`src/common/rfrm_pkg.sv`:
```
// constants and types for the reader frontend register bank
package rfrm_pkg;
  // ======================================================================
  // address map
  localparam int unsigned NREG = 20;
  localparam logic [6:0] A_CMD = 7'h00, A_HOST = 7'h01, A_QCTL = 7'h02, A_QWARN = 7'h03;
  localparam logic [6:0] A_QCNT = 7'h04, A_QDATA = 7'h05, A_IRQA = 7'h06, A_IRQB = 7'h07;
  localparam logic [6:0] A_IENA = 7'h08, A_IENB = 7'h09, A_ERR = 7'h0a, A_STAT = 7'h0b;
  localparam logic [6:0] A_ACOL = 7'h0c, A_CPOS = 7'h0d, A_TCOM = 7'h0e, A_TCTL = 7'h0f;
  localparam logic [6:0] A_TRLH = 7'h10, A_TRLL = 7'h11, A_TCNH = 7'h12, A_TCNL = 7'h13;
  // ======================================================================
  // bit classes: host-writable stored bits per address, index 0 at the right
  localparam logic [NREG-1:0][7:0] WMASK = {
    8'h00, 8'h00, 8'hff, 8'hff, 8'hff, 8'hff, 8'h00, 8'hff, 8'h00, 8'h00,
    8'hff, 8'hff, 8'hff, 8'hff, 8'h00, 8'h00, 8'hff, 8'hef, 8'hec, 8'hc0};
  localparam logic [NREG-1:0][7:0] RESET_VAL = '0;
  localparam int unsigned CMD_STANDBY = 7, CMD_MODEM_OFF = 6;
  localparam int unsigned QCTL_FLUSH = 4; // write-only, reads zero
  // ======================================================================
  // commands and non-volatile memory layout
  localparam logic [4:0] CMD_IDLE = 5'h00, CMD_PROTO_LOAD = 5'h0d;
  localparam logic [4:0] CMD_RANDOM_FILL = 5'h1c, CMD_DEFAULT_RELOAD = 5'h1f;
  localparam logic [7:0] NVM_DEFAULTS_BASE = 8'h00, NVM_PROTO_RX_BASE = 8'h40;
  localparam logic [7:0] NVM_PROTO_TX_BASE = 8'h48;
  // ======================================================================
  // protocol setting codes
  localparam logic [2:0] RXC_SSC = 3'h0, RXC_DSC = 3'h1, RXC_2_424 = 3'h2;
  localparam logic [2:0] RXC_4_424 = 3'h3, RXC_2_848 = 3'h4, RXC_4_848 = 3'h5;
  localparam logic [1:0] TXC_1OF4 = 2'h0, TXC_1OF256 = 2'h1, TXC_UNITARY = 2'h2;
  localparam logic [1:0] TXC_ASK_PIE = 2'h3;
  // ======================================================================
  typedef enum logic [5:0] {
    RFRM_IDLE = 6'b000001, RFRM_RFILL = 6'b000010, RFRM_SRST = 6'b000100,
    RFRM_PPOP = 6'b001000, RFRM_PNVM = 6'b010000, RFRM_EXT = 6'b100000
  } rfrm_state_t;
  typedef struct packed {
    logic [6:0] addr;
    logic wr;
    logic rd;
    logic [7:0] wdata;
  } rfrm_host_req_t;
  typedef struct packed {
    logic [7:0] errors;
    logic [7:0] status;
    logic [7:0] coll_pos;
    logic [15:0] timer_count;
    logic [7:0] irq_set_a;
    logic [7:0] irq_set_b;
    logic wake;
  } rfrm_hw_t;
  typedef struct packed {
    logic [2:0] rx_num;
    logic [9:0] rx_kbps;          // kbit/s
    logic [2:0] rx_coding;
    logic [2:0] tx_num;
    logic [12:0] tx_rate;         // hundredths of kbit/s, zero: Tari based
    logic [1:0] tx_coding;
    logic [7:0] rx_cfg;
    logic [7:0] tx_cfg;
  } rfrm_proto_t;
endpackage

```
`src/rtl/rfrm_regbank.sv`:
```
// register bank and command dispatch of the reader frontend
//
// Overview of operation
// - receive protocol number selects speed and coding
// - transmit protocol number selects speed and coding
// - random fill pushes bytes until queue full
// - code 1Fh starts default reload sequence
// - reload copies all defaults from nvm
// - read-write bits never changed by hardware
// - dynamic bits host writable and hardware updated
// - finished command clears command field itself
// - host writes to read-only bits ignored
// - write-only bits always read zero
// - decode command to queue data at 00h-05h
// - interrupt requests 06h-07h, enables 08h-09h
// - errors at 0Ah, status at 0Bh
// - anticollision control 0Ch, collision 0Dh
// - timer common 0Eh, timer a 0Fh-13h
// - command field bits 4..0 show command
// - idle command cancels running command, except the default reload
// - protocol load fetches protocol area settings
`timescale 1ns/1ps
`default_nettype none
module rfrm_regbank (
  // clock and reset
  input wire logic clk,
  input wire logic nrst,
  input wire logic ce,
  // host register access
  input wire rfrm_pkg::rfrm_host_req_t hreq,
  output logic [7:0] rdata,
  output logic rvalid,
  // hardware state in
  input wire rfrm_pkg::rfrm_hw_t hw,
  // queue side
  input wire logic [7:0] fifo_level,
  input wire logic fifo_full,
  input wire logic [7:0] fifo_rdata,
  output logic fifo_push,
  output logic [7:0] fifo_wdata,
  output logic fifo_pop,
  output logic fifo_flush,
  // random source
  input wire logic [7:0] rng_byte,
  // non-volatile memory read port
  output logic nvm_rd,
  output logic [7:0] nvm_addr,
  input wire logic nvm_rvalid,
  input wire logic [7:0] nvm_rdata,
  // external command executor
  output logic [4:0] cmd_code,
  output logic cmd_start,
  input wire logic cmd_done,
  // register contents for the rest of the device
  output logic [0:0] unused_none,
  output var rfrm_pkg::rfrm_proto_t proto,
  output logic [15:0] timer_a_reload,
  output logic standby,
  output logic modem_off
);
  import rfrm_pkg::*;
  localparam int unsigned NREG_OUT = 1;

  // ======================================================================
  // storage and state
  logic [NREG-1:0][7:0] regs;
  logic [NREG-1:0][7:0] next_regs;
  rfrm_state_t state;
  rfrm_state_t next_state;
  logic [4:0] idx;
  logic nvm_pend;
  logic [2:0] rx_num, tx_num;
  logic [7:0] rx_cfg, tx_cfg;

  // ======================================================================
  // host decode
  wire host_wr = hreq.wr;
  wire host_rd = hreq.rd;
  wire cmd_wr = host_wr && (hreq.addr == A_CMD);
  wire [4:0] new_cmd = hreq.wdata[4:0];
  wire idle_wr = cmd_wr && (new_cmd == CMD_IDLE);
  wire data_wr = host_wr && (hreq.addr == A_QDATA);
  wire data_rd = host_rd && (hreq.addr == A_QDATA);
  // the default reload owns the register set, host register writes during it are dropped; queue data writes and flushes still act
  wire in_reload = (state == RFRM_SRST);
  wire nvm_take = nvm_pend && nvm_rvalid;
  wire last_reg = (idx == 5'(NREG - 1));

  // ======================================================================
  // per register next value: reload, host merge, then hardware updates
  genvar gi;
  generate
    for (gi = 0; gi < NREG; gi++) begin : g_reg
      wire hit = host_wr && !in_reload && (hreq.addr == 7'(gi));
      wire [7:0] merged = (regs[gi] & ~WMASK[gi]) | (hreq.wdata & WMASK[gi]);
      wire [7:0] hw_set = (gi == int'(A_IRQA)) ? hw.irq_set_a :
                          (gi == int'(A_IRQB)) ? hw.irq_set_b : 8'h00;
      wire [7:0] hw_clr = (gi == int'(A_CMD) && hw.wake) ? 8'h80 : 8'h00;
      wire load = in_reload && nvm_take && (idx == 5'(gi));
      // set after host merge so an event in the clearing cycle survives
      assign next_regs[gi] = load ? (nvm_rdata & WMASK[gi]) :
                             (((hit ? merged : regs[gi]) & ~hw_clr) | hw_set);
    end
  endgenerate

  // ======================================================================
  // register file
  always_ff @(posedge clk) begin
    if (!nrst) begin
      regs <= RESET_VAL;
    end else if (ce) begin
      regs <= next_regs;
    end
  end

  // ======================================================================
  // command sequencing
  always_comb begin
    next_state = state;
    case (state)
      RFRM_IDLE: begin
        if (cmd_wr) begin
          case (new_cmd)
            CMD_IDLE: next_state = RFRM_IDLE;
            CMD_RANDOM_FILL: next_state = RFRM_RFILL;
            CMD_DEFAULT_RELOAD: next_state = RFRM_SRST;
            CMD_PROTO_LOAD: next_state = (fifo_level < 8'h02) ? RFRM_IDLE : RFRM_PPOP;
            default: next_state = RFRM_EXT;
          endcase
        end
      end
      RFRM_RFILL: begin
        if (fifo_full || idle_wr) begin
          next_state = RFRM_IDLE;
        end
      end
      RFRM_SRST: begin
        if (nvm_take && last_reg) begin
          next_state = RFRM_IDLE;
        end
      end
      RFRM_PPOP: begin
        if (idle_wr) begin
          next_state = RFRM_IDLE;
        end else if (idx[0]) begin
          next_state = RFRM_PNVM;
        end
      end
      RFRM_PNVM: begin
        if (idle_wr || (nvm_take && idx[0])) begin
          next_state = RFRM_IDLE;
        end
      end
      RFRM_EXT: begin
        if (cmd_done || idle_wr) begin
          next_state = RFRM_IDLE;
        end
      end
      default: next_state = RFRM_IDLE;
    endcase
  end

  // the reload cannot be cancelled: a half loaded register set is worse
  always_ff @(posedge clk) begin
    if (!nrst) begin
      state <= RFRM_IDLE;
    end else if (ce) begin
      state <= next_state;
    end
  end

  // ======================================================================
  // command field follows execution and drops to idle when done
  always_ff @(posedge clk) begin
    if (!nrst) begin
      cmd_code <= CMD_IDLE;
    end else if (ce) begin
      if (next_state == RFRM_IDLE) begin
        cmd_code <= CMD_IDLE;
      end else if (state == RFRM_IDLE && cmd_wr) begin
        cmd_code <= new_cmd;
      end
    end
  end

  // ======================================================================
  // sequence index and nvm handshake
  wire idx_step = ((state == RFRM_SRST || state == RFRM_PNVM) && nvm_take) ||
                  (state == RFRM_PPOP);
  always_ff @(posedge clk) begin
    if (!nrst) begin
      idx <= 5'h00;
      nvm_pend <= 1'b0;
    end else if (ce) begin
      if (next_state != state || state == RFRM_IDLE) begin
        idx <= 5'h00;
      end else if (idx_step) begin
        idx <= idx + 5'h01;
      end
      if (nvm_rd) begin
        nvm_pend <= 1'b1;
      end else if (nvm_rvalid || next_state == RFRM_IDLE) begin
        nvm_pend <= 1'b0;
      end
    end
  end

  // one read outstanding at a time, address from the walk index in the reload, from the protocol numbers in the load
  assign nvm_rd = ce && !nvm_pend && (state == RFRM_SRST ||
                  (state == RFRM_PNVM && !idle_wr && idx < 5'h02));
  assign nvm_addr = (state == RFRM_SRST) ? NVM_DEFAULTS_BASE + {3'h0, idx} :
                    idx[0] ? NVM_PROTO_TX_BASE + {5'h00, tx_num} :
                    NVM_PROTO_RX_BASE + {5'h00, rx_num};

  // ======================================================================
  // protocol numbers from the queue, settings from the protocol area
  always_ff @(posedge clk) begin
    if (!nrst) begin
      rx_num <= 3'h0;
      tx_num <= 3'h0;
      rx_cfg <= 8'h00;
      tx_cfg <= 8'h00;
    end else if (ce) begin
      if (state == RFRM_PPOP && !idx[0]) begin
        rx_num <= fifo_rdata[2:0];
      end
      if (state == RFRM_PPOP && idx[0]) begin
        tx_num <= fifo_rdata[2:0];
      end
      if (state == RFRM_PNVM && nvm_take) begin
        if (idx[0]) begin
          tx_cfg <= nvm_rdata;
        end else begin
          rx_cfg <= nvm_rdata;
        end
      end
    end
  end

  // ======================================================================
  // predefined protocol tables
  wire [9:0] rx_kbps = (rx_num == 3'h1) ? 10'd52 :
                       (rx_num == 3'h4 || rx_num == 3'h7) ? 10'd212 :
                       (rx_num == 3'h5) ? 10'd106 :
                       (rx_num == 3'h6) ? 10'd424 : 10'd26;
  wire [2:0] rx_coding = (rx_num == 3'h2) ? RXC_DSC :
                         (rx_num == 3'h4) ? RXC_2_424 :
                         (rx_num == 3'h5) ? RXC_4_424 :
                         (rx_num == 3'h6) ? RXC_2_848 :
                         (rx_num == 3'h7) ? RXC_4_848 : RXC_SSC;
  wire [12:0] tx_rate = (tx_num < 3'h2) ? 13'd2600 :
                        (tx_num == 3'h2) ? 13'd166 :
                        (tx_num == 3'h3) ? 13'd5300 : 13'd0;
  wire [1:0] tx_coding = (tx_num < 3'h2) ? TXC_1OF4 :
                         (tx_num == 3'h2) ? TXC_1OF256 :
                         (tx_num == 3'h3) ? TXC_UNITARY : TXC_ASK_PIE;
  assign proto = '{rx_num: rx_num, rx_kbps: rx_kbps, rx_coding: rx_coding,
                   tx_num: tx_num, tx_rate: tx_rate, tx_coding: tx_coding,
                   rx_cfg: rx_cfg, tx_cfg: tx_cfg};

  // ======================================================================
  // queue strobes: random fill stops on full, host and load pop by port
  wire rfill_go = (state == RFRM_RFILL) && !fifo_full && !idle_wr;
  assign fifo_push = ce && (rfill_go || data_wr);
  assign fifo_wdata = rfill_go ? rng_byte : hreq.wdata;
  assign fifo_pop = ce && (data_rd || state == RFRM_PPOP);
  assign fifo_flush = ce && host_wr && (hreq.addr == A_QCTL) && hreq.wdata[QCTL_FLUSH];
  assign cmd_start = ce && (state == RFRM_IDLE) && (next_state == RFRM_EXT);
  assign unused_none = '0;

  // ======================================================================
  // read decode; write-only and reserved bits come back as zero
  wire [7:0] cmd_view = {regs[A_CMD][7:6], 1'b0, cmd_code};
  wire [7:0] rd_mux =
    (hreq.addr == A_CMD) ? cmd_view :
    (hreq.addr == A_QCTL) ? (regs[A_QCTL] & ~(8'h01 << QCTL_FLUSH)) :
    (hreq.addr == A_QCNT) ? fifo_level :
    (hreq.addr == A_QDATA) ? fifo_rdata :
    (hreq.addr == A_ERR) ? hw.errors :
    (hreq.addr == A_STAT) ? hw.status :
    (hreq.addr == A_CPOS) ? hw.coll_pos :
    (hreq.addr == A_TCNH) ? hw.timer_count[15:8] :
    (hreq.addr == A_TCNL) ? hw.timer_count[7:0] :
    (hreq.addr < 7'(NREG)) ? regs[hreq.addr[4:0]] : 8'h00;

  always_ff @(posedge clk) begin
    if (!nrst) begin
      rdata <= 8'h00;
      rvalid <= 1'b0;
    end else if (ce) begin
      rvalid <= host_rd;
      if (host_rd) begin
        rdata <= rd_mux;
      end
    end
  end

  assign timer_a_reload = {regs[A_TRLH], regs[A_TRLL]};
  assign standby = regs[A_CMD][CMD_STANDBY];
  assign modem_off = regs[A_CMD][CMD_MODEM_OFF];

  // ======================================================================
  // checks
  a_idle_cancels: assert property (@(posedge clk) disable iff (!nrst)
    ce && idle_wr && state != RFRM_SRST |=> state == RFRM_IDLE && cmd_code == CMD_IDLE)
    else $error("idle write did not cancel command");
  a_fill_stops_full: assert property (@(posedge clk) disable iff (!nrst)
    state == RFRM_RFILL && fifo_full |-> !fifo_push)
    else $error("random fill pushed into a full queue");
  a_fill_done_clr: assert property (@(posedge clk) disable iff (!nrst)
    ce && state == RFRM_RFILL && fifo_full |=> cmd_code == CMD_IDLE)
    else $error("command field not cleared after random fill");
  a_reload_start: assert property (@(posedge clk) disable iff (!nrst)
    ce && state == RFRM_IDLE && cmd_wr && new_cmd == CMD_DEFAULT_RELOAD
    |=> state == RFRM_SRST ##0 nvm_rd)
    else $error("default reload did not start");
  a_reload_copies: assert property (@(posedge clk) disable iff (!nrst)
    ce && in_reload && nvm_take && idx == 5'(A_QWARN) |=> regs[A_QWARN] == $past(nvm_rdata))
    else $error("reload value not stored");
  a_wo_reads_zero: assert property (@(posedge clk) disable iff (!nrst)
    ce && host_rd && hreq.addr == A_QCTL |=> !rdata[QCTL_FLUSH])
    else $error("write-only bit read back nonzero");
  a_rw_stable: assert property (@(posedge clk) disable iff (!nrst)
    ce && !in_reload && !(host_wr && hreq.addr == A_ACOL) |=> $stable(regs[A_ACOL]))
    else $error("read-write register changed by hardware");
  a_fill_count_read: assert property (@(posedge clk) disable iff (!nrst)
    ce && host_rd && hreq.addr == A_QCNT |=> rvalid && rdata == $past(fifo_level))
    else $error("fill count read wrong");
  a_error_read: assert property (@(posedge clk) disable iff (!nrst)
    ce && host_rd && hreq.addr == A_ERR |=> rdata == $past(hw.errors))
    else $error("error register read wrong");
  a_rx_table: assert property (@(posedge clk) disable iff (!nrst)
    rx_num == 3'h6 |-> proto.rx_kbps == 10'd424 && proto.rx_coding == RXC_2_848)
    else $error("receive protocol table wrong");
  a_tx_table: assert property (@(posedge clk) disable iff (!nrst)
    tx_num == 3'h2 |-> proto.tx_rate == 13'd166 && proto.tx_coding == TXC_1OF256)
    else $error("transmit protocol table wrong");
  c_fill_run: cover property (@(posedge clk) state == RFRM_RFILL ##1 fifo_full);
  c_reload_end: cover property (@(posedge clk) in_reload && nvm_take && last_reg);
  c_proto_load: cover property (@(posedge clk) state == RFRM_PNVM && nvm_take && idx[0]);
endmodule // rfrm_regbank
`default_nettype wire

```
`config.mk`:
```
export PLATFORM = sky130hd
export DESIGN_NAME = rfrm_regbank
export DESIGN_NICKNAME = d
export VERILOG_FILES = /design/src/common/rfrm_pkg.sv /design/src/rtl/rfrm_regbank.sv
export SDC_FILE = /design/constraint.sdc
export NUM_CORES = 1
export LEC_CHECK = 0
export BUFFER_PORTS_ARGS = -buffer_cell sky130_fd_sc_hd__buf_2
export CORE_MARGIN = 4
export CORE_UTILIZATION = 55
export DETAILED_ROUTE_END_ITERATION = 16
export PLACE_DENSITY = 0.78
export SLEW_MARGIN = 40
export SYNTH_ARGS = -nofsm -noshare
export SYNTH_HDL_FRONTEND = slang
export SYNTH_SLANG_ARGS = --single-unit
```
`constraint.sdc`:
```
create_clock -name clk -period 3.32 [get_ports clk]
set_input_delay 0.166 -clock clk [delete_from_list [all_inputs] [get_ports clk]]
set_output_delay 0.166 -clock clk [all_outputs]
set_load 0.1 [all_outputs]
```
==> results of run 1 <==
==> Yosys cell counts, types with 6 or more instances <==
cell type,n
dfxtp_1,142
nor2_1,134
mux2i_1,112
o21ai_0,72
clkbuf_1,66
nand2_1,64
a211oi_1,49
a21oi_1,45
nand3_1,45
mux2_2,36
buf_4,35
a22oi_1,26
nor3_1,23
nor2b_1,22
inv_1,19
o2bb2ai_1,17
o22ai_1,16
nand2b_1,13
a31oi_1,12
and2_1,11
a311oi_1,10
nand4_1,10
or3_1,10
buf_2,8
and3_1,7
nor4_1,7
a221oi_1,6
buf_1,6
o211ai_1,6
o32ai_1,6
or2_2,6
==> worst max-delay path, cell delays in order, from the launching register on <==
cell and delay, ns:
dfxtp_1 0.57, or4b_2 0.65, nor2_1 0.47, a22oi_1 0.23, o21ai_0 0.25, nor2_1 0.08
buf_2 0.29
==> worst paths after layout <==
| path | slack [ns] | startpoint | to |
|---|---|---|---|
| max | 0.18 | state[3] | cmd_start |
| max reg2reg | 0.36 | state[0] | regs[75] |
| min reg2reg | 0.45 | tx_cfg[0] | tx_cfg[0] |
| min | 0.0002 | hw[12] | regs[51] |
==> cell usage in the layout (no fill, tap or decap), types with 27 or more instances in the layout <==
cell type	Yosys	layout
a211oi_1	49	49
a21oi_1	45	45
buf_2	8	207
buf_4	35	27
dfxtp_1	142	141
mux2_2	36	36
mux2i_1	112	112
nand2_1	64	64
nand3_1	45	45
nor2_1	134	133
o21ai_0	72	67
==> metal layers <==
metal / wire length, um / track usage (%) / share of wire (%)
met1: 13780 / 45.61 / 39
met3: 4137 / 8.414 / 12
met4: 1794 / 16.07 / 5.1
met5: 0 / 0 / 0
met2: 15370 / 53.59 / 44
==> flip-flops by register name (all words and copies together), names as in the netlist, 3 cells and up <==
register / count
regs: 76
timer_a_reload: 16
rdata: 8
rx_cfg: 8
tx_cfg: 8
state: 6
cmd_code: 5
idx: 5
rx_num: 3
tx_num: 3
==> what timing repair did <==
| action | CTS | global route |
|---|---|---|
| hold endpoints to repair | 9 | 0 |
| setup buffers | 0 | 0 |
| hold buffers | 9 | 0 |
| endpoints found under the setup margin | 0 | 1 |
| resized for setup | 0 | 1 |
==> power groups by stage <==
stage               combinational (uW)  clock [uW]  sequential, uW
floorplan                          387           0            1830
global placement                   629           0            1790
detailed placement                 634           0            1790
CTS                                645        1960            1750
global route                       696        2030            1750
finish                             667        1960            1750
==> cell type report <==
class                   instances  area [um^2]  share of cell area, %
repair buffers                245         1360                  12.28
flip-flops and latches        142         2844                  25.67
inverters                      20        75.07                 0.6777
well taps                     220        275.3                  2.485
clock buffers                  19        452.9                  4.089
clock inverters                11        142.6                  1.288
multi-input cells             872         5928                  53.51
==> kinds of logic (layout without fill, tap and decap cells) <==
logic type / Yosys count / after routing / share of synthesized area [%]
adder cells (fa/ha/maj): 5 / 5 / 0.6647
flip-flops: 142 / 142 / 30.20
AND/OR/NAND/NOR: 387 / 387 / 21.14
XOR/XNOR: 5 / 5 / 0.4654
buffers and inverters: 140 / 295 / 7.485
other: 1 / 8 / 0.03984
multiplexers: 149 / 149 / 16.46
AO/OA/AOI/OAI: 318 / 318 / 23.54
==> stage by stage <==
step	power (uW)	TNS, ns
floorplan	2213	-0.2612
global placement	2417	0
detailed placement	2422	0
CTS	4353	0
global route	4475	0
finish	4380	0
==> summary.md, run 1 <==
| Metric | Value |
|---|---|
| Run status | `completed` |
| Final ANT Viol Nets | `0` |
| Syn_area_per_cell | `8.205 um^2` |
| Minimum clock period | `3.140 ns` |
| # setup viols final | `0` |
| Net count, final | `1415` |
| Placed Area | `10380 um^2` |
| Setup ws final | `0.1798 ns` |
| Internal | `3126 uW` |
| Psw | `1254 uW` |
| Pwr per Cell Area | `395.4 nW/um^2` |
| Clk sinks | `142` |
| DR vias | `10150` |
| Residual DRC count | `0` |
| CTS Buf Count | `17` |
| Yosys reg bits | `142` |
| Worst-path clk slew | `0.06 ns` |
| Top cells by area, synth | `dfxtp_1 30%, mux2i_1 12%, nor2_1 5.3%` |
| VDD IR max | `0.3590 mV` |
| Final core occ | `66.33%` |
| Worst EP required | `3.15 ns` |
| Number of H-tree levels | `4` |
| Final Cell Area | `11080 um^2` |
| Post-Route WL | `35090 um` |
| Pleak | `0.004584 uW` |
| Initial Util | `56.35%` |
| Largest net degree at the start of global routing | `75` |
| Root buf cell | `clkbuf_16` |
| Post-DP HPWL | `24580 um` |
| Hold Crit Depth | `3` |
| Synth async-reset ratio | `0%` |
| Max-Cap Viols | `0` |
| Clk_skew | `0.01416 ns` |
| I/O Pins | `216` |
| Mapped Cells | `1147` |
| CP Launch Type | `flop` |
| Global Route Usage Sum | `34.59%` |
| Final Non-Filler Cells | `1529` |
| Worst-margin pin slew | `0.8917 ns` |
| Critical path fanouts, max | `13` |
| Fin Hold WS | `0.0001869 ns` |
| Wire per inst | `22.95 um` |
| Unrepaired setup endpoints after global routing | `no` |
| Post-synth top area cell | `dfxtp_1` |
| Syn-to-layout area delta | `17.71%` |
| Initial antenna violation count | `0` |
| CP arrival | `2.97 ns` |
| Layout cells sized above 1 | `26.59%` |
| Antenna cell count | `0` |
| Fin. Hold Viols | `0` |
| Synth Cell Area | `9412 um^2` |
| DRT iter0 DRCs | `1259` |
| Via density | `6.637` |
| Sequential share of power | `40.0%` |
| Rel. slew slack | `40.10%` |
| Share of the synthesized area in the top cell type | `30.20%` |
| Comb pwr share | `15.2%` |
| IO buf count | `207` |
| Inst Count DP | `1490` |
| Vias in the first global route | `9502` |
| Synth Flop Type | `dfxtp_1` |
| Global route overflow | `0` |
| Clock share of power | `44.8%` |
| Worst-Skew Late Latency | `0.43 ns` |
| Row count | `47` |
| Pre-CTS setup slack | `0.4151 ns` |
| Max Fclk | `318.5 MHz` |
| Core box area | `16700 um^2` |
| Sw Share | `28.62%` |
| First-pass GRT wire length | `53860 um` |
| Max clock buf depth | `2` |
| Slew Viols, Final | `0` |
| Reg2Reg Depth | `6` |
| Synth Warn # | `0` |
| Placer congestion estimate | `0.9942` |
| CTS tree | `built` |
| 1st-pass router iterations | `8` |
| Die height | `138.8 um` |
| Post-synthesis sequential area ratio | `30.20%` |
| Unique masters post-synth | `80` |
| Post-synth EDFFs | `0` |
| Fillcell total | `1406` |
| Chip width | `138.8 um` |
| Tcrit/Tclk final | `94.58%` |
| Setup crit end kind | `primary output` |
| Kind of critical path | `flop to primary output` |
| Die area | `19270 um^2` |
| Hold crit path type | `primary input to flop` |
Note: power is estimated with default switching activity, not from simulation.
==> run 2: changes to the inputs <==
Settings changed: CORE_ASPECT_RATIO set to 1.5.
==> run 2 against run 1 <==
Design area is 0.99% higher; hold slack better by 0.017 ns; clock power is 3% higher; first-iteration DRC count is 16% higher; setup slack better by 0.0094 ns; critical path depth stayed put; non-clock buffer count is 3 higher; combinational power is 2% higher; maximum frequency is 0.30% higher; sequential power hardly changed; core utilization is 0.41 points higher; critical endpoint unchanged.
==> summary.md, run 2 (synthesized netlist as in run 1, its figures left out) <==
| Metric | Value |
|---|---|
| Run status | `completed` |
| Pwr per Cell Area | `396.5 nW/um^2 (+0.29%)` |
| Slew Viols, Final | `0 (unchanged)` |
| Most frequent cells in the layout | `201 x buf_2, 141 x dfxtp_1, 133 x nor2_1` |
| Row count | `58 (+23%)` |
| Placer congestion estimate | `0.9971 (+0.29%)` |
| Chip width | `114.8 um (-17%)` |
| Fin. Hold Viols | `0 (unchanged)` |
| First-pass GRT wire length | `53710 um (-0.28%)` |
| Minimum clock period | `3.131 ns (-0.009397 ns)` |
| CTS tree | `built` |
| Hold Buf Count CTS | `9 (unchanged)` |
| Wire per inst | `23.14 um (+0.85%)` |
| I/O Pins | `216 (unchanged)` |
| Final Non-Filler Cells | `1524 (-0.33%)` |
| Most flops, register | `regs` |
| Residual DRC count | `0 (unchanged)` |
| VDD IR max | `0.3120 mV (-13%)` |
| Critical path fanouts, max | `13 (unchanged)` |
| # resized after CTS | `0 (unchanged)` |
| Die height | `168.2 um (+21%)` |
| Setup Fix Bufs, Post-CTS | `0 (unchanged)` |
| DR vias | `10240 (+0.93%)` |
| Hold crit path type | `primary input to flop` |
| CP Launch Type | `flop` |
| Via density | `6.720 (+1.3%)` |
| Net count, final | `1418 (+0.21%)` |
| Unrepaired setup endpoints after global routing | `no` |
| Vias in the first global route | `9759 (+2.7%)` |
| Final Cell Area | `11190 um^2 (+0.99%)` |
| Max-Cap Viols | `0 (unchanged)` |
| CP arrival | `2.96 ns (about the same)` |
| Worst-path clk slew | `0.07 ns (about the same)` |
| Post-DP HPWL | `24840 um (+1.0%)` |
| DRT iter0 DRCs | `1458 (+16%)` |
| Number of H-tree levels | `4 (unchanged)` |
| Post-Route WL | `35270 um (+0.52%)` |
| Max Fclk | `319.4 MHz (+0.30%)` |
| CTS Buf Count | `17 (unchanged)` |
| Initial antenna violation count | `0 (unchanged)` |
| Clk sinks | `142 (unchanged)` |
| Syn-to-layout area delta | `18.88%` |
| Kind of critical path | `flop to primary output` |
| Root buf cell | `clkbuf_16` |
| Placed Area | `10480 um^2 (+0.98%)` |
| # setup viols final | `0 (unchanged)` |
| Global Route Usage Sum | `35.19% (+0.60 points)` |
| Layout cells sized above 1 | `26.64% (+0.051 points)` |
| Worst-margin pin slew | `0.7392 ns (-0.1525 ns)` |
| Global route overflow | `0 (unchanged)` |
| Largest net degree at the start of global routing | `70 (-6.7%)` |
| Worst EP required | `3.15 ns (about the same)` |
| Pleak | `0.004634 uW (+1.1%)` |
| Max reg flops | `76 (unchanged)` |
| Antenna cell count | `0 (unchanged)` |
| Worst-Skew Late Latency | `0.43 ns (about the same)` |
| IO buf count | `207 (unchanged)` |
| 1st-pass router iterations | `6 (-2)` |
| Initial Util | `56.14% (-0.21 points)` |
| Setup crit end kind | `primary output` |
| Max clock buf depth | `2 (unchanged)` |
| Clk_skew | `0.01893 ns (+0.004778 ns)` |
| Final ANT Viol Nets | `0 (unchanged)` |
| Inst Count DP | `1483 (-0.47%)` |
| Die area | `19310 um^2 (+0.22%)` |
| Commonest non-fill, non-tap cell in the layout | `buf_2` |
| Rel. slew slack | `50.45% (+10 points)` |
| Tcrit/Tclk final | `94.30% (-0.28 points)` |
| Core box area | `16760 um^2 (+0.37%)` |
run 2: cell count changes in the layout (fill, tap and decap cells not counted), sizes merged:
cell / delta
clkinv: -2
clkinvlp: -2
bufinv: -2
clkbuf: -2
buf: +3
inv: +10
run 2: per-layer routing:
metal  global-route usage (%)  wire (um)  vias to the layer above
met3                    7.515       3740                      177
met5                        0          0                        -
li1                         -          -                     4542
met1                    41.00      12360                     4790
met2                    57.62      16770                      733
met4                    22.83       2396                        0
run 2: final timing paths:
path / cells after the start / start / endpoint / slack, ns
setup / recovery: 6 / state[3] / cmd_start / 0.19
hold reg to reg: 2 / regs[69] / regs[69] / 0.46
hold / removal: 3 / hw[10] / regs[49] / 0.02
setup reg to reg: 7 / state[0] / timer_a_reload[0] / 0.42
run 2: worst max-delay path: stages (launching register included):
cell,delay [ns]
dfxtp_1,0.60
or4b_2,0.64
nor2_1,0.47
a22oi_1,0.19
o21ai_0,0.25
nor2_1,0.08
buf_2,0.29
run 2: power by group:
group / switching [uW] / internal, uW
sequential: 22.9 / 1730
combinational: 478 / 202
clock: 917 / 1090
run 2: layout make-up:
cell class	instances	area, um^2
Clock buffer	17	425.4
Clock inverter	15	190.2
Fill cell	1404	5575
Inverter	20	75.07
Multi-Input combinational cell	872	5909
Sequential cell	142	2844
Tap cell	210	262.8
Timing Repair Buffer	248	1481
run 2: stage by stage:
step	util [%]	TNS [ns]	hold slack (ns)	total power, uW	setup slack (ns)
after detailed placement	62.53	0	0.4266	2439	0.5063
after global placement	62.53	0	0.4180	2434	0.5795
after CTS	66.74	0	0.005534	4417	0.2464
final	66.74	0	0.01758	4436	0.1892
after global routing	66.74	0	0.02472	4534	0.04034
after floorplan	-	-0.2612	0.3098	2213	-0.2612
==> run 3: changes to the inputs <==
Settings changed: CORE_MARGIN 4 to 1, GPL_ROUTABILITY_DRIVEN set to 0, SLEW_MARGIN 40 to unset.
==> run 3 against run 2 <==
Cell count up 0.20%; via count shrank 0.37%; setup slack improved by 0.098 ns; global-route usage up 4.1 points; maximum frequency is 3.2% higher; non-clock buffer count increased by 3; critical endpoint unchanged; wire length is 2.0% lower; die area shrank 8.6%; largest power group unchanged; hold slack got worse by 0.016 ns; design area shrank 0.83%.
==> summary.md, run 3 (synthesized netlist as in run 1, its figures left out) <==
| Metric | Value |
|---|---|
| Run status | `completed` |
| Wire per inst | `22.64 um (-2.2%)` |
| CTS tree | `built` |
| Die height | `162.2 um (-3.6%)` |
| Max reg flops | `76 (unchanged)` |
| Residual DRC count | `0 (unchanged)` |
| Most frequent cells in the layout | `207 x buf_2, 141 x dfxtp_1, 133 x nor2_1` |
| I/O Pins | `216 (unchanged)` |
| Most flops, register | `regs` |
| Chip width | `108.8 um (-5.2%)` |
| Clk sinks | `142 (unchanged)` |
| Commonest non-fill, non-tap cell in the layout | `buf_2` |
| Post-Route WL | `34570 um (-2.0%)` |
| First-pass GRT wire length | `52740 um (-1.8%)` |
| Slew Viols, Final | `0 (unchanged)` |
| 1st-pass router iterations | `5 (-1)` |
| Setup Fix Bufs, Post-CTS | `0 (unchanged)` |
| Fin. Hold Viols | `0 (unchanged)` |
| Pleak | `0.004608 uW (-0.57%)` |
| Unrepaired setup endpoints after global routing | `no` |
| Vias in the first global route | `9716 (-0.44%)` |
| CTS Buf Count | `17 (unchanged)` |
| Max clock buf depth | `2 (unchanged)` |
| Global Route Usage Sum | `39.34% (+4.1 points)` |
| Core box area | `16760 um^2 (unchanged)` |
| Post-DP HPWL | `24250 um (-2.4%)` |
| Largest net degree at the start of global routing | `84 (+20%)` |
| Max Fclk | `329.7 MHz (+3.2%)` |
| Setup crit end kind | `primary output` |
| Syn-to-layout area delta | `17.89%` |
| CP arrival | `2.87 ns (-0.09 ns)` |
| Root buf cell | `clkbuf_16` |
| Initial Util | `56.14% (unchanged)` |
| Kind of critical path | `flop to primary output` |
| Pwr per Cell Area | `400.2 nW/um^2 (+0.93%)` |
| VDD IR max | `0.2685 mV (-14%)` |
| Rel. slew slack | `34.89% (-16 points)` |
| Net count, final | `1421 (+0.21%)` |
| Critical path fanouts, max | `13 (unchanged)` |
| Antenna cell count | `0 (unchanged)` |
| Hold crit path type | `primary input to flop` |
| # setup viols final | `0 (unchanged)` |
| Final ANT Viol Nets | `0 (unchanged)` |
| CP Launch Type | `flop` |
| Via density | `6.682 (-0.57%)` |
| Clk_skew | `0.009675 ns (-0.009258 ns)` |
| Final Non-Filler Cells | `1527 (+0.20%)` |
| Reg2Reg Depth | `6 (-1)` |
| Row count | `58 (unchanged)` |
| Number of H-tree levels | `4 (unchanged)` |
| Worst-margin pin slew | `0.9767 ns (+0.2375 ns)` |
| CP dominant cell by count | `nor2_1` |
| Tcrit/Tclk final | `91.35% (-3.0 points)` |
| Global route overflow | `0 (unchanged)` |
| Inst Count DP | `1485 (+0.13%)` |
| Worst-Skew Late Latency | `0.44 ns (about the same)` |
| Initial antenna violation count | `0 (unchanged)` |
| DR vias | `10200 (-0.37%)` |
| Max stage delay cell, worst path | `or4b_2` |
| Worst-path cell chain | `or4b_2 -> nor2_1 -> a22oi_1 -> o21ai_0 -> nor2_1 -> buf_2` |
| Final core occ | `66.19% (-0.55 points)` |
| Fillcell total | `1440 (+2.6%)` |
| Layout cells sized above 1 | `26.80% (+0.17 points)` |
| Minimum clock period | `3.033 ns (-0.09795 ns)` |
| DRT iter0 DRCs | `1136 (-22%)` |
| Worst-path clk slew | `0.06 ns (about the same)` |
| Worst EP required | `3.15 ns (about the same)` |
| Hold Crit Depth | `3 (unchanged)` |
| IO buf count | `207 (unchanged)` |
| Die area | `17650 um^2 (-8.6%)` |
| CP max stage delay | `0.65 ns (about the same)` |
| Max-Cap Viols | `0 (unchanged)` |
run 3: cell types whose count changed in the layout (fill, tap and decap cells not counted), sizes merged:
cell,previous run,this run
clkinvlp,0,1
clkinv,4,2
bufinv,1,2
dlygate4sd3,9,10
buf,239,241
run 3: worst max-delay path: cells and delay by family (launching register included):
kind | cells | cell delay, ns
AOI/OAI and AO/OA | 2 | 0.42
and+or+nand+nor | 3 | 1.17
buffers and inverters | 1 | 0.30
DFF | 1 | 0.56
run 3: where the power goes:
group          leakage (uW)  switching, uW  total, uW  internal [uW]
Sequential          0.00115           21.7       1750           1730
Combinational       0.00316            477        667            190
Clock              0.000300            878       2020           1150
Total               0.00461           1380       4440           3060
run 3: final cells by class:
class / instances / area, um^2 / share of cell area [%]
clock inverter: 15 / 186.4 / 1.680
tap: 210 / 262.8 / 2.368
timing repair buffer: 251 / 1391 / 12.54
inverter: 20 / 75.07 / 0.6766
clock buffer: 17 / 425.4 / 3.834
multi-input combinational: 872 / 5911 / 53.27
sequential: 142 / 2844 / 25.63
run 3: layer usage:
metal | GRT usage (%) | routed length, um
met2 | 64.41 | 16570
met3 | 9.430 | 3441
met4 | 28.44 | 2452
met5 | 0 | 0
met1 | 43.93 | 12100
run 3: worst paths after layout:
| kind | start | to | slack, ns |
|---|---|---|---|
| setup / recovery | state[3] | cmd_start | 0.29 |
| hold / removal | hw[1] | regs[56] | 0.002 |
| setup reg to reg | state[0] | regs[77] | 0.32 |
| hold reg to reg | regs[66] | regs[66] | 0.45 |
run 3: per-stage QoR:
stage | total power [uW] | hold WS [ns] | TNS (ns) | cell area (um^2) | setup slack, ns
global placement | 2417 | 0.4215 | 0 | 10380 | 0.5496
detailed placement | 2422 | 0.4267 | 0 | 10380 | 0.4167
global route | 4550 | 0.03515 | 0 | 11100 | 0.1738
floorplan | 2213 | 0.3098 | -0.2612 | 9458 | -0.2612
CTS | 4421 | 0.001301 | 0 | 11090 | 0.1895
finish | 4441 | 0.002074 | 0 | 11100 | 0.2872
run 3: what timing repair did:
item                                    in CTS  in global routing
hold endpoints to repair                    10                  0
hold buffers                                10                  0
endpoints found under the setup margin       0                  4
resized for setup                            0                  1
